$ cat config.mk
export PLATFORM = sky130hd
export DESIGN_NAME = asa_alarm_status
export DESIGN_NICKNAME = d
export VERILOG_FILES = /design/src/hdl/asa_pkg.sv /design/src/hdl/asa_alarm_status.sv
export VERILOG_INCLUDE_DIRS = /design/src /design/src/hdl
export SDC_FILE = /design/constraint.sdc
export NUM_CORES = 1
export LEC_CHECK = 0
export ABC_AREA = 1
export BUFFER_PORTS_ARGS = -buffer_cell sky130_fd_sc_hd__buf_2
export CORE_ASPECT_RATIO = 0.75
export CORE_UTILIZATION = 30
export CTS_BUF_LIST = sky130_fd_sc_hd__clkbuf_4
export DETAILED_ROUTE_END_ITERATION = 8
export RECOVER_POWER = 50
export SETUP_SLACK_MARGIN = 0.2
export SLEW_MARGIN = 0
export SYNTH_ARGS = -nofsm -noshare
export SYNTH_HDL_FRONTEND = slang
export SYNTH_SLANG_ARGS = --single-unit
$ cat constraint.sdc
create_clock -name CLK -period 3.23 [get_ports CLK]
set_clock_uncertainty 0.05 [all_clocks]
set_input_delay 0.646 -clock CLK [delete_from_list [all_inputs] [get_ports CLK]]
set_output_delay 0.646 -clock CLK [all_outputs]
set_load 0.01 [all_outputs]
$ cat src/hdl/asa_defs.svh
`ifndef ASA_DEFS_SVH
`define ASA_DEFS_SVH

// Register byte addresses on the register port
`define ASA_ADDR_SUMMARY 10'h2c0
`define ASA_ADDR_FLAGS 10'h2c1
`define ASA_ADDR_MASK 10'h2c2
`define ASA_ADDR_LANE_LO 10'h2c4
`define ASA_ADDR_LANE_HI 10'h2c5

// Field positions in the flag and mask registers
`define ASA_BIT_FIFO 5
`define ASA_BIT_PLL 4
`define ASA_BIT_LINK 3
`define ASA_BIT_REALIGN 2
`define ASA_BIT_NCO 1
`define ASA_BIT_CLK 0

// Reset values
`define ASA_FLAGS_RST 6'h3f
`define ASA_MASK_RST 6'h3f
`define ASA_LANE_RST 16'hffff

`endif

$ cat src/hdl/asa_pkg.sv
package asa_pkg;
  typedef logic [5:0] asa_flags_t;
  typedef logic [15:0] asa_lanes_t;
  typedef enum logic {ASA_ENC_8B10B, ASA_ENC_64B66B} asa_enc_e;
endpackage

$ cat src/hdl/asa_alarm_status.sv
`timescale 1ns/1ps
`include "asa_defs.svh"
module asa_alarm_status
  import asa_pkg::*;
(
  input wire logic CLK,
  input wire logic ARST_N,
  input wire logic SOFT_RESET,
  input wire logic REG_WR,
  input wire logic REG_RD,
  input wire logic [9:0] REG_ADDR,
  input wire logic [7:0] REG_WDATA,
  output logic [7:0] REG_RDATA,
  input wire logic SERIAL_LINK_ENABLE,
  input wire asa_enc_e LINK_ENCODING,
  input wire logic LINK_IN_DATA_STATE,
  input wire logic LINK_STARTUP,
  input wire logic LINK_REALIGN,
  input wire logic [15:0] LANE_ACTIVE,
  input wire logic [15:0] LANE_FIFO_ERROR,
  input wire logic PLL_LOCKED,
  input wire logic SYSREF_REALIGNED,
  input wire logic NCO_SYNC_EVENT,
  input wire logic NCO_PHASE_MISMATCH,
  input wire logic DIVIDER_MISMATCH,
  input wire logic CAL_STATUS_SEL_ALARM,
  input wire logic CAL_STATUS_OTHER,
  output logic CALIBRATION_STATUS_PIN
);

  // ****************************************
  // Pin synchronisers
  // ****************************************
  // Condition inputs come from other clock domains; each passes two stages.
  localparam int NSYNC = 42;
  // Bit positions of each input inside the synchroniser vector
  localparam int SY_LINK_EN = 41;
  localparam int SY_ENC = 40;
  localparam int SY_IN_DATA = 39;
  localparam int SY_STARTUP = 38;
  localparam int SY_REALIGN = 37;
  localparam int SY_LANE_ACT = 21;
  localparam int SY_LANE_ERR = 5;
  localparam int SY_PLL = 4;
  localparam int SY_SYSREF = 3;
  localparam int SY_NCO_SYNC = 2;
  localparam int SY_NCO_MIS = 1;
  localparam int SY_DIV = 0;
  logic [NSYNC-1:0] sync1_reg;
  logic [NSYNC-1:0] sync2_reg;
  logic [NSYNC-1:0] raw_in;

  assign raw_in = {SERIAL_LINK_ENABLE,
                   LINK_ENCODING,
                   LINK_IN_DATA_STATE,
                   LINK_STARTUP,
                   LINK_REALIGN,
                   LANE_ACTIVE,
                   LANE_FIFO_ERROR,
                   PLL_LOCKED,
                   SYSREF_REALIGNED,
                   NCO_SYNC_EVENT,
                   NCO_PHASE_MISMATCH,
                   DIVIDER_MISMATCH};

  // Bits are synchronised one by one; lanes may skew by a cycle, which is
  // harmless because every lane is flagged on its own.
  always_ff @(posedge CLK or negedge ARST_N)
  begin
    if (!ARST_N)
    begin
      sync1_reg <= '0;
      sync2_reg <= '0;
    end
    else
    begin
      sync1_reg <= raw_in;
      sync2_reg <= sync1_reg;
    end
  end

  logic link_en;
  logic enc_64b;
  logic in_data;
  logic startup;
  logic realign;
  logic [15:0] lane_act;
  logic [15:0] lane_err;
  logic pll_locked;
  logic sysref_re;
  logic nco_sync;
  logic nco_mis;
  logic div_mis;

  // Only the second stage is read past this point
  assign link_en = sync2_reg[SY_LINK_EN];
  assign enc_64b = sync2_reg[SY_ENC];
  assign in_data = sync2_reg[SY_IN_DATA];
  assign startup = sync2_reg[SY_STARTUP];
  assign realign = sync2_reg[SY_REALIGN];
  assign lane_act = sync2_reg[SY_LANE_ACT+15:SY_LANE_ACT];
  assign lane_err = sync2_reg[SY_LANE_ERR+15:SY_LANE_ERR];
  // Reads as unlocked just after reset; the flags start set anyway
  assign pll_locked = sync2_reg[SY_PLL];
  assign sysref_re = sync2_reg[SY_SYSREF];
  assign nco_sync = sync2_reg[SY_NCO_SYNC];
  assign nco_mis = sync2_reg[SY_NCO_MIS];
  assign div_mis = sync2_reg[SY_DIV];

  // ****************************************
  // Register decode
  // ****************************************
  function automatic logic hit(input logic [9:0] a, input logic [9:0] ref_a);
    hit = (a == ref_a);
  endfunction

  logic wr_flags;
  logic wr_mask;
  logic wr_lane_lo;
  logic wr_lane_hi;

  assign wr_flags = REG_WR && hit(REG_ADDR, `ASA_ADDR_FLAGS);
  assign wr_mask = REG_WR && hit(REG_ADDR, `ASA_ADDR_MASK);
  assign wr_lane_lo = REG_WR && hit(REG_ADDR, `ASA_ADDR_LANE_LO);
  assign wr_lane_hi = REG_WR && hit(REG_ADDR, `ASA_ADDR_LANE_HI);

  // ****************************************
  // Alarm conditions
  // ****************************************
  // Flag contents are undefined while the link is disabled; software must
  // clear them after enabling the link.
  // NCO flag forced set, link condition held clear while link disabled
  asa_flags_t cond;
  logic [15:0] lane_hit;

  assign lane_hit = lane_err & lane_act;

  always_comb
  begin
    cond = '0;
    cond[`ASA_BIT_FIFO] = |lane_hit;
    cond[`ASA_BIT_PLL] = !pll_locked;
    if (enc_64b)
      cond[`ASA_BIT_LINK] = link_en && (startup || realign);
    else
      cond[`ASA_BIT_LINK] = link_en && !in_data;
    cond[`ASA_BIT_REALIGN] = sysref_re;
    cond[`ASA_BIT_NCO] = !link_en || nco_sync || nco_mis;
    cond[`ASA_BIT_CLK] = div_mis;
  end

  // ****************************************
  // Sticky flags
  // ****************************************
  asa_flags_t flags_reg;
  asa_flags_t flags_next;
  asa_flags_t mask_reg;
  asa_lanes_t lane_reg;
  asa_lanes_t lane_next;
  logic fifo_clear;

  assign fifo_clear = wr_flags && REG_WDATA[`ASA_BIT_FIFO];

  asa_flags_t clr_bits;

  // Reserved bits 7:6 of the write data are dropped here
  assign clr_bits = wr_flags ? REG_WDATA[5:0] : 6'h00;

  assign flags_next = (flags_reg & ~clr_bits) | cond;

  always_ff @(posedge CLK or negedge ARST_N)
  begin
    if (!ARST_N)
      flags_reg <= `ASA_FLAGS_RST;
    else if (SOFT_RESET)
      flags_reg <= `ASA_FLAGS_RST;
    else
      flags_reg <= flags_next;
  end

  // ****************************************
  // Per-lane FIFO error vector
  // ****************************************
  // Per-lane vector: own write-one-clear, also cleared via the FIFO flag.
  // A lane whose error persists trips again in the same cycle.
  always_comb
  begin
    lane_next = lane_reg;
    if (wr_lane_lo)
      lane_next[7:0] = lane_next[7:0] & ~REG_WDATA;
    if (wr_lane_hi)
      lane_next[15:8] = lane_next[15:8] & ~REG_WDATA;
    if (fifo_clear)
      lane_next = '0;
    lane_next = lane_next | lane_hit;
  end

  always_ff @(posedge CLK or negedge ARST_N)
  begin
    if (!ARST_N)
      lane_reg <= `ASA_LANE_RST;
    else if (SOFT_RESET)
      lane_reg <= `ASA_LANE_RST;
    else
      lane_reg <= lane_next;
  end

  // ****************************************
  // Mask register
  // ****************************************
  // Masks only gate the summary; flags keep latching while masked.
  always_ff @(posedge CLK or negedge ARST_N)
  begin
    if (!ARST_N)
      mask_reg <= `ASA_MASK_RST;
    else if (SOFT_RESET)
      mask_reg <= `ASA_MASK_RST;
    else if (wr_mask)
      mask_reg <= REG_WDATA[5:0];
  end

  // ****************************************
  // Summary and pin
  // ****************************************
  logic summary;

  assign summary = |(flags_reg & ~mask_reg);

  always_ff @(posedge CLK or negedge ARST_N)
  begin
    if (!ARST_N)
      CALIBRATION_STATUS_PIN <= 1'b0;
    else if (CAL_STATUS_SEL_ALARM)
      CALIBRATION_STATUS_PIN <= summary;
    else
      CALIBRATION_STATUS_PIN <= CAL_STATUS_OTHER;
  end

  // ****************************************
  // Read data
  // ****************************************
  logic [7:0] rd_mux;

  always_comb
  begin
    case (REG_ADDR)
      `ASA_ADDR_SUMMARY: rd_mux = {7'h00, summary};
      `ASA_ADDR_FLAGS: rd_mux = {2'h0, flags_reg};
      `ASA_ADDR_MASK: rd_mux = {2'h0, mask_reg};
      `ASA_ADDR_LANE_LO: rd_mux = lane_reg[7:0];
      `ASA_ADDR_LANE_HI: rd_mux = lane_reg[15:8];
      default: rd_mux = 8'h00;
    endcase
  end

  // Read data is registered: valid the cycle after REG_RD.
  // Holding between reads lets software sample it late.
  always_ff @(posedge CLK or negedge ARST_N)
  begin
    if (!ARST_N)
      REG_RDATA <= 8'h00;
    else if (REG_RD)
      REG_RDATA <= rd_mux;
  end

endmodule

==> summary.txt, run 1 <==
CTS
  • Post-CTS sizing: 0
  • Post CTS Setup Buffer Count: 0
  • Clock transition at the registers of the reported paths: 0.12 ns
  • H-tree Lvls: 4
  • Clk buf depth: 2
  • Hold_buf cts: 0
  • Clk sink count: 121
  • CTS tree: yes
  • Worst-Skew Late Latency: 0.51 ns
  • CTS Buf Count: 17
  • CTS root buf: clkbuf_4

GRT
  • Global-route wire length before repair: 15040 microns
  • Global route overflow: 0
  • Total track usage: 13.67%
  • Initial antenna violation count: 0
  • Pin count of the biggest net entering global routing: 54
  • Vias in the first global route: 2915

Yosys
  • Fraction of the yosys area taken by sequential cells: 70.96%
  • Synth top area share: 53.91%
  • Synth area leader: dfrtp_1
  • Seq cells post-synth: 121
  • Synth top area cells: dfrtp_1, dfstp_2, nand2_1
  • Mean Syn Cell Area: 11.76 sq um
  • Count leader, synth: dfrtp_1
  • Syn_nets: 434
  • Asr flop ratio synth: 100.0%
  • Synth unique cells: 24
  • Cell Area, Synth: 4317 sq um
  • Synth warnings: 0
  • Post-synth EDFFs: 0
  • Ys flop type: dfrtp_1
  • Mapped Cells: 367
  • Top post-synthesis cells by count: dfrtp_1, nand2_1, nand3_1, dfstp_2, inv_1

Critical path
  • R2R setup slack: 1.87 ns
  • CP top delay family: flip-flops
  • Crit-path max cell delay: 0.40 ns
  • Critical path class: register to primary output
  • CP Depth: 1
  • WP buf/inv: 1
  • Critical path required time: 2.53 ns
  • Crit. End Element: primary output
  • Startpoint Class: register
  • Max FO, Critical Path: 2
  • Worst EP arrival: 1.03 ns
  • Cells on worst reg2reg path: 7
  • Slowest CP cell: dfrtp_1
  • Worst R2R Start: mask_reg[1]
  • Crit path cell chain: buf_2
  • Capturing point of the worst reg2reg path: REG_RDATA[0]

Power
  • Power Density: 531.9 nW/um^2
  • VDD IR max: 0.3417 mV
  • Leakage: 2.609 nW

Detailed routing
  • First-pass DRT Iterations: 5
  • Routed Antenna Nets: 0
  • WL/cell: 14.10 microns
  • Vias/cell: 4.366
  • Drt drc: 0
  • DRT iter0 DRCs: 188
  • Total number of vias: 2812
  • Post-Route WL: 9078 microns

Floorplan
  • Initial Util: 31.08%
  • Die Ht: 105.9 microns
  • Die width: 140.5 microns
  • Top Ports: 76
  • Core Rows: 37
  • Die area: 14880 sq um
  • Core area: 13890 sq um

Placement
  • Routability Congestion: 0.8311
  • HPWL after DPL: 6688 microns
  • Placed cell count: 613
  • PortBufs: 75

Timing
  • Slew @ Worst Pin: 1.267 ns
  • Max-slew violations: 0
  • Final-report hold violation count: 0
  • RSZ-0062 raised after global routing: no
  • Final setup fails: 0
  • Total negative slack: 0 ns
  • Crit path time final: 1.731 ns
  • FMAX: 0.5777 GHz
  • Final period util: 53.59%
  • Relative slew slack: 15.56%

Layout
  • Synthesis-to-layout area growth: 19.19%
  • Fin cells: 644
  • Final nets: 524
  • Layout cells sized above 1: 36.46%
  • # fillers: 1374
  • Antenna Cells: 0

Hold path
  • Hold Path Class: input port to register
  • Worst hold path depth: 1
  • Min-delay src: LANE_ACTIVE[0]
  • Hold endpoint: sync1_reg[21]

Run status
  • Status: completed

Run
  • Max-Cap Viols: 0
==> placed cells by master, fill, tap and decap left out, drive strengths merged <==
| master | count |
|---|---|
| a21oi | 12 |
| inv | 25 |
| buf | 77 |
| nand4 | 8 |
| a22o | 3 |
| o311ai | 1 |
| nor3 | 1 |
| nand3 | 52 |
| clkbuf | 18 |
| o21ai | 17 |
| dfrtp | 93 |
| clkinv | 7 |
| dfstp | 28 |
| clkinvlp | 2 |
| nand2 | 99 |
| nor2 | 25 |
| bufinv | 1 |
==> per-stage QoR <==
step | util (%) | setup WS, ns | hold slack, ns | area, sq um | total power, mW
6_report | 37.05 | 1.499 | 0.1820 | 5145 | 2.736
3_3_place_gp | 35.26 | 1.188 | 0.2824 | 4897 | 1.784
3_5_place_dp | 35.26 | 1.159 | 0.2847 | 4897 | 1.789
2_1_floorplan | - | 1.553 | 0.2812 | 4317 | 1.685
4_1_cts | 37.06 | 1.446 | 0.09008 | 5147 | 2.770
5_1_grt | 37.05 | 1.415 | 0.1163 | 5145 | 2.866
==> worst max-delay path by stage <==
stage	start	slack, ns	end
2_1_floorplan	REG_ADDR[7]	1.55	lane_reg[0]
3_3_place_gp	REG_ADDR[2]	1.19	lane_reg[12]
3_5_place_dp	REG_ADDR[2]	1.16	lane_reg[9]
4_1_cts	REG_RDATA[5]	1.45	REG_RDATA[5]
5_1_grt	REG_RDATA[5]	1.42	REG_RDATA[5]
6_report	REG_RDATA[7]	1.50	REG_RDATA[7]
==> metal layers <==
layer  vias to the layer above  track usage (%)  routed length, microns
met3                         6            4.680                     602
met2                        89            19.82                    3883
li1                       1381                -                       -
met5                         -                0                       0
met1                      1336            18.86                    4520
met4                         0            5.047                      71
==> logic make-up after synthesis <==
| logic type | after synthesis | share of synthesized area [%] |
|---|---|---|
| AOI/OAI and AO/OA | 33 | 4.174 |
| buffers and inverters | 28 | 2.724 |
| DFF | 121 | 70.96 |
| and+or+nand+nor | 185 | 22.15 |
==> report_power, final <==
group	switching [mW]	internal (mW)
sequential	0.0218	1.58
combinational	0.101	0.0515
clock	0.597	0.382
total	0.720	2.02
==> final cells by class <==
cell class / count / area (sq um) / share of cell area (%)
sequential: 121 / 3063 / 59.53
multi-input combinational: 218 / 1136 / 22.08
timing repair buffer: 78 / 397.9 / 7.733
tap: 175 / 219.0 / 4.256
clock buffer: 17 / 127.6 / 2.481
clock inverter: 14 / 122.6 / 2.383
inverter: 21 / 78.83 / 1.532
No activity file was read; power rests on OpenSTA's default activity.
==> run 2: changes to the inputs <==
Clock period 3.23 ns to 1.4 ns, I/O delays scaled along.
==> run 2 against run 1 <==
Net effect:
- first-iteration DRC count down 6.9%
- register-to-register slack worse by 1.8 ns
- die area unchanged
- via count up 11%
- sequential share of layout area down 8.0 points
- final cell count up 12%
- hold slack worse by 0.13 ns
- final area up 15%
- critical path depth unchanged
- total power up 140%
- critical endpoint is now REG_RDATA[0]
==> summary.txt, run 2 (synthesis results as in run 1) <==
Run status
  • Status: completed

CTS
  • CTS Buf Count: 17 (unchanged)
  • Clk buf depth: 2 (unchanged)
  • CTS tree: yes
  • Clk sink count: 121 (unchanged)
  • CTS root buf: clkbuf_4
  • H-tree Lvls: 4 (unchanged)
  • Worst-Skew Late Latency: 0.51 ns (about the same)
  • Clock transition at the registers of the reported paths: 0.10 ns (-0.02 ns)

Critical path
  • Slowest CP cell: dfrtp_1
  • Critical path required time: 1.07 ns (-1.46 ns)
  • Worst EP arrival: 1.04 ns (about the same)
  • Max FO, Critical Path: 2 (unchanged)
  • Crit-path max cell delay: 0.42 ns (+0.02 ns)
  • WP buf/inv: 1 (unchanged)
  • Capturing point of the worst reg2reg path: REG_RDATA[0]
  • Startpoint Class: register
  • Crit path cell chain: buf_6
  • CP top delay family: flip-flops
  • Worst R2R Start: mask_reg[0]
  • R2R setup slack: 0.12 ns (-1.75 ns)
  • Critical path class: register to primary output
  • Cells on worst reg2reg path: 7 (unchanged)
  • Crit. End Element: primary output

Floorplan
  • Die width: 140.5 microns (unchanged)
  • Core area: 13890 sq um (unchanged)
  • Die Ht: 105.9 microns (unchanged)
  • Top Ports: 76 (unchanged)
  • Core Rows: 37 (unchanged)
  • Die area: 14880 sq um (unchanged)
  • Initial Util: 31.08% (unchanged)

Power
  • Power Density: 1102 nW/um^2 (+110%)
  • Total Power: 6.545 mW (+140%)
  • Leakage: 2.971 nW (+14%)
  • VDD IR max: 0.5362 mV (+57%)

Layout
  • # fillers: 1353 (-1.5%)
  • Most common cell after layout, fill and taps aside: dfrtp_1
  • Layout cells sized above 1: 38.32% (+1.9 points)
  • Commonest cells after routing, fill and taps aside: dfrtp_1, nand2_1, buf_2, dlygate4sd3_1, nand3_1
  • Fin cells: 723 (+12%)
  • Synthesis-to-layout area growth: 37.59%
  • Antenna Cells: 0 (unchanged)
  • Final nets: 603 (+15%)
  • Final core utilization: 42.77% (+5.7 points)

GRT
  • Initial antenna violation count: 0 (unchanged)
  • Pin count of the biggest net entering global routing: 44 (-19%)
  • Total track usage: 13.73% (+0.059 points)
  • Global-route wire length before repair: 15470 microns (+2.8%)
  • Global route overflow: 0 (unchanged)
  • Vias in the first global route: 3160 (+8.4%)

Hold path
  • Hold Path Class: input port to register
  • Min-delay src: REG_WDATA[1]
  • Hold endpoint: flags_reg[1]
  • Worst hold path depth: 4 (+3)

Detailed routing
  • Drt drc: 0 (unchanged)
  • Post-Route WL: 9271 microns (+2.1%)
  • DRT iter0 DRCs: 175 (-6.9%)
  • Routed Antenna Nets: 0 (unchanged)
  • Total number of vias: 3132 (+11%)
  • First-pass DRT Iterations: 4 (-1)
  • WL/cell: 12.82 microns (-9.0%)
  • Vias/cell: 4.332 (-0.79%)

Timing
  • Total negative slack: 0 ns (unchanged)
  • FMAX: 0.7283 GHz
  • Crit path time final: 1.373 ns
  • Slew @ Worst Pin: 0.5151 ns (-0.7515 ns)
  • Final-report hold violation count: 0 (unchanged)
  • Final period util: 98.08%
  • RSZ-0062 raised after global routing: yes
  • Max-slew violations: 0 (unchanged)
  • Relative slew slack: 65.66% (+50 points)
  • Final setup fails: 0 (unchanged)

Placement
  • Routability Congestion: 0.8272 (-0.47%)
  • PortBufs: 75 (unchanged)
  • HPWL after DPL: 6611 microns (-1.1%)
  • Placed cell count: 624 (+1.8%)

Run
  • Max-Cap Viols: 0 (unchanged)
run 2: changes by cell type in the layout (fill, tap and decap cells not counted), moves of 3 or more:
cell,before,now
nand3_1,43,40
buf_4,3,29
inv_1,19,16
inv_2,1,4
nand3_2,9,12
nor2_1,13,10
inv_6,5,0
nor2_4,4,7
dlygate4sd3_1,0,52
run 2: cell type report:
cell class	instances	area, sq um	area share (%)
Clock inverter	13	131.4	2.212
Inverter	21	78.83	1.327
Clock buffer	18	135.1	2.275
Tap cell	175	219.0	3.687
Multi-Input combinational cell	218	1182	19.91
Sequential cell	121	3063	51.57
Timing Repair Buffer	157	1130	19.02
run 2: layer usage:
metal / vias to the layer above / share of wire [%] / global-route usage, % / wire (microns)
met2: 92 / 44 / 19.29 / 4068
met5: - / 0 / 0 / 0
met3: 15 / 6.0 / 4.362 / 560
met4: 0 / 1.2 / 4.736 / 115
li1: 1542 / - / - / -
met1: 1483 / 49 / 19.80 / 4526
run 2: repair_timing:
item / 4_1_cts / 5_1_grt
pin swaps: 1 / 8
endpoints found under the setup margin: 10 / 12
resized for setup: 2 / 13
buffers inserted: 8 / 8
endpoints found under the hold margin: 149 / 0
hold buffers: 52 / 0
run 2: through the flow:
stage	cell area, sq um	worst slack (ns)	hold slack [ns]
after detailed placement	5015	-0.08624	0.1431
after global routing	5939	-0.05270	0.009543
after floorplan	4337	0.1140	-0.06559
after global placement	5015	-0.07164	0.1352
final	5939	0.02694	0.05110
after CTS	5864	-0.03020	0.006225
run 2: report_power, final:
group          internal, mW  leakage [nW]  total (mW)  switching, mW
Clock                  1.05         0.139        2.33           1.28
Combinational         0.246          1.44       0.513          0.267
Sequential             3.65          1.39        3.70         0.0510
Total                  4.95          2.97        6.54           1.59
run 2: worst max-delay path by stage:
stage / endpoint / depth (start not counted) / startpoint
after floorplan: lane_reg[0] / 9 / REG_ADDR[3]
after global placement: REG_RDATA[5] / 10 / REG_ADDR[7]
after global routing: REG_RDATA[0] / 1 / REG_RDATA[0]
final: REG_RDATA[0] / 1 / REG_RDATA[0]
after detailed placement: REG_RDATA[5] / 10 / REG_ADDR[7]
after CTS: REG_RDATA[0] / 1 / REG_RDATA[0]
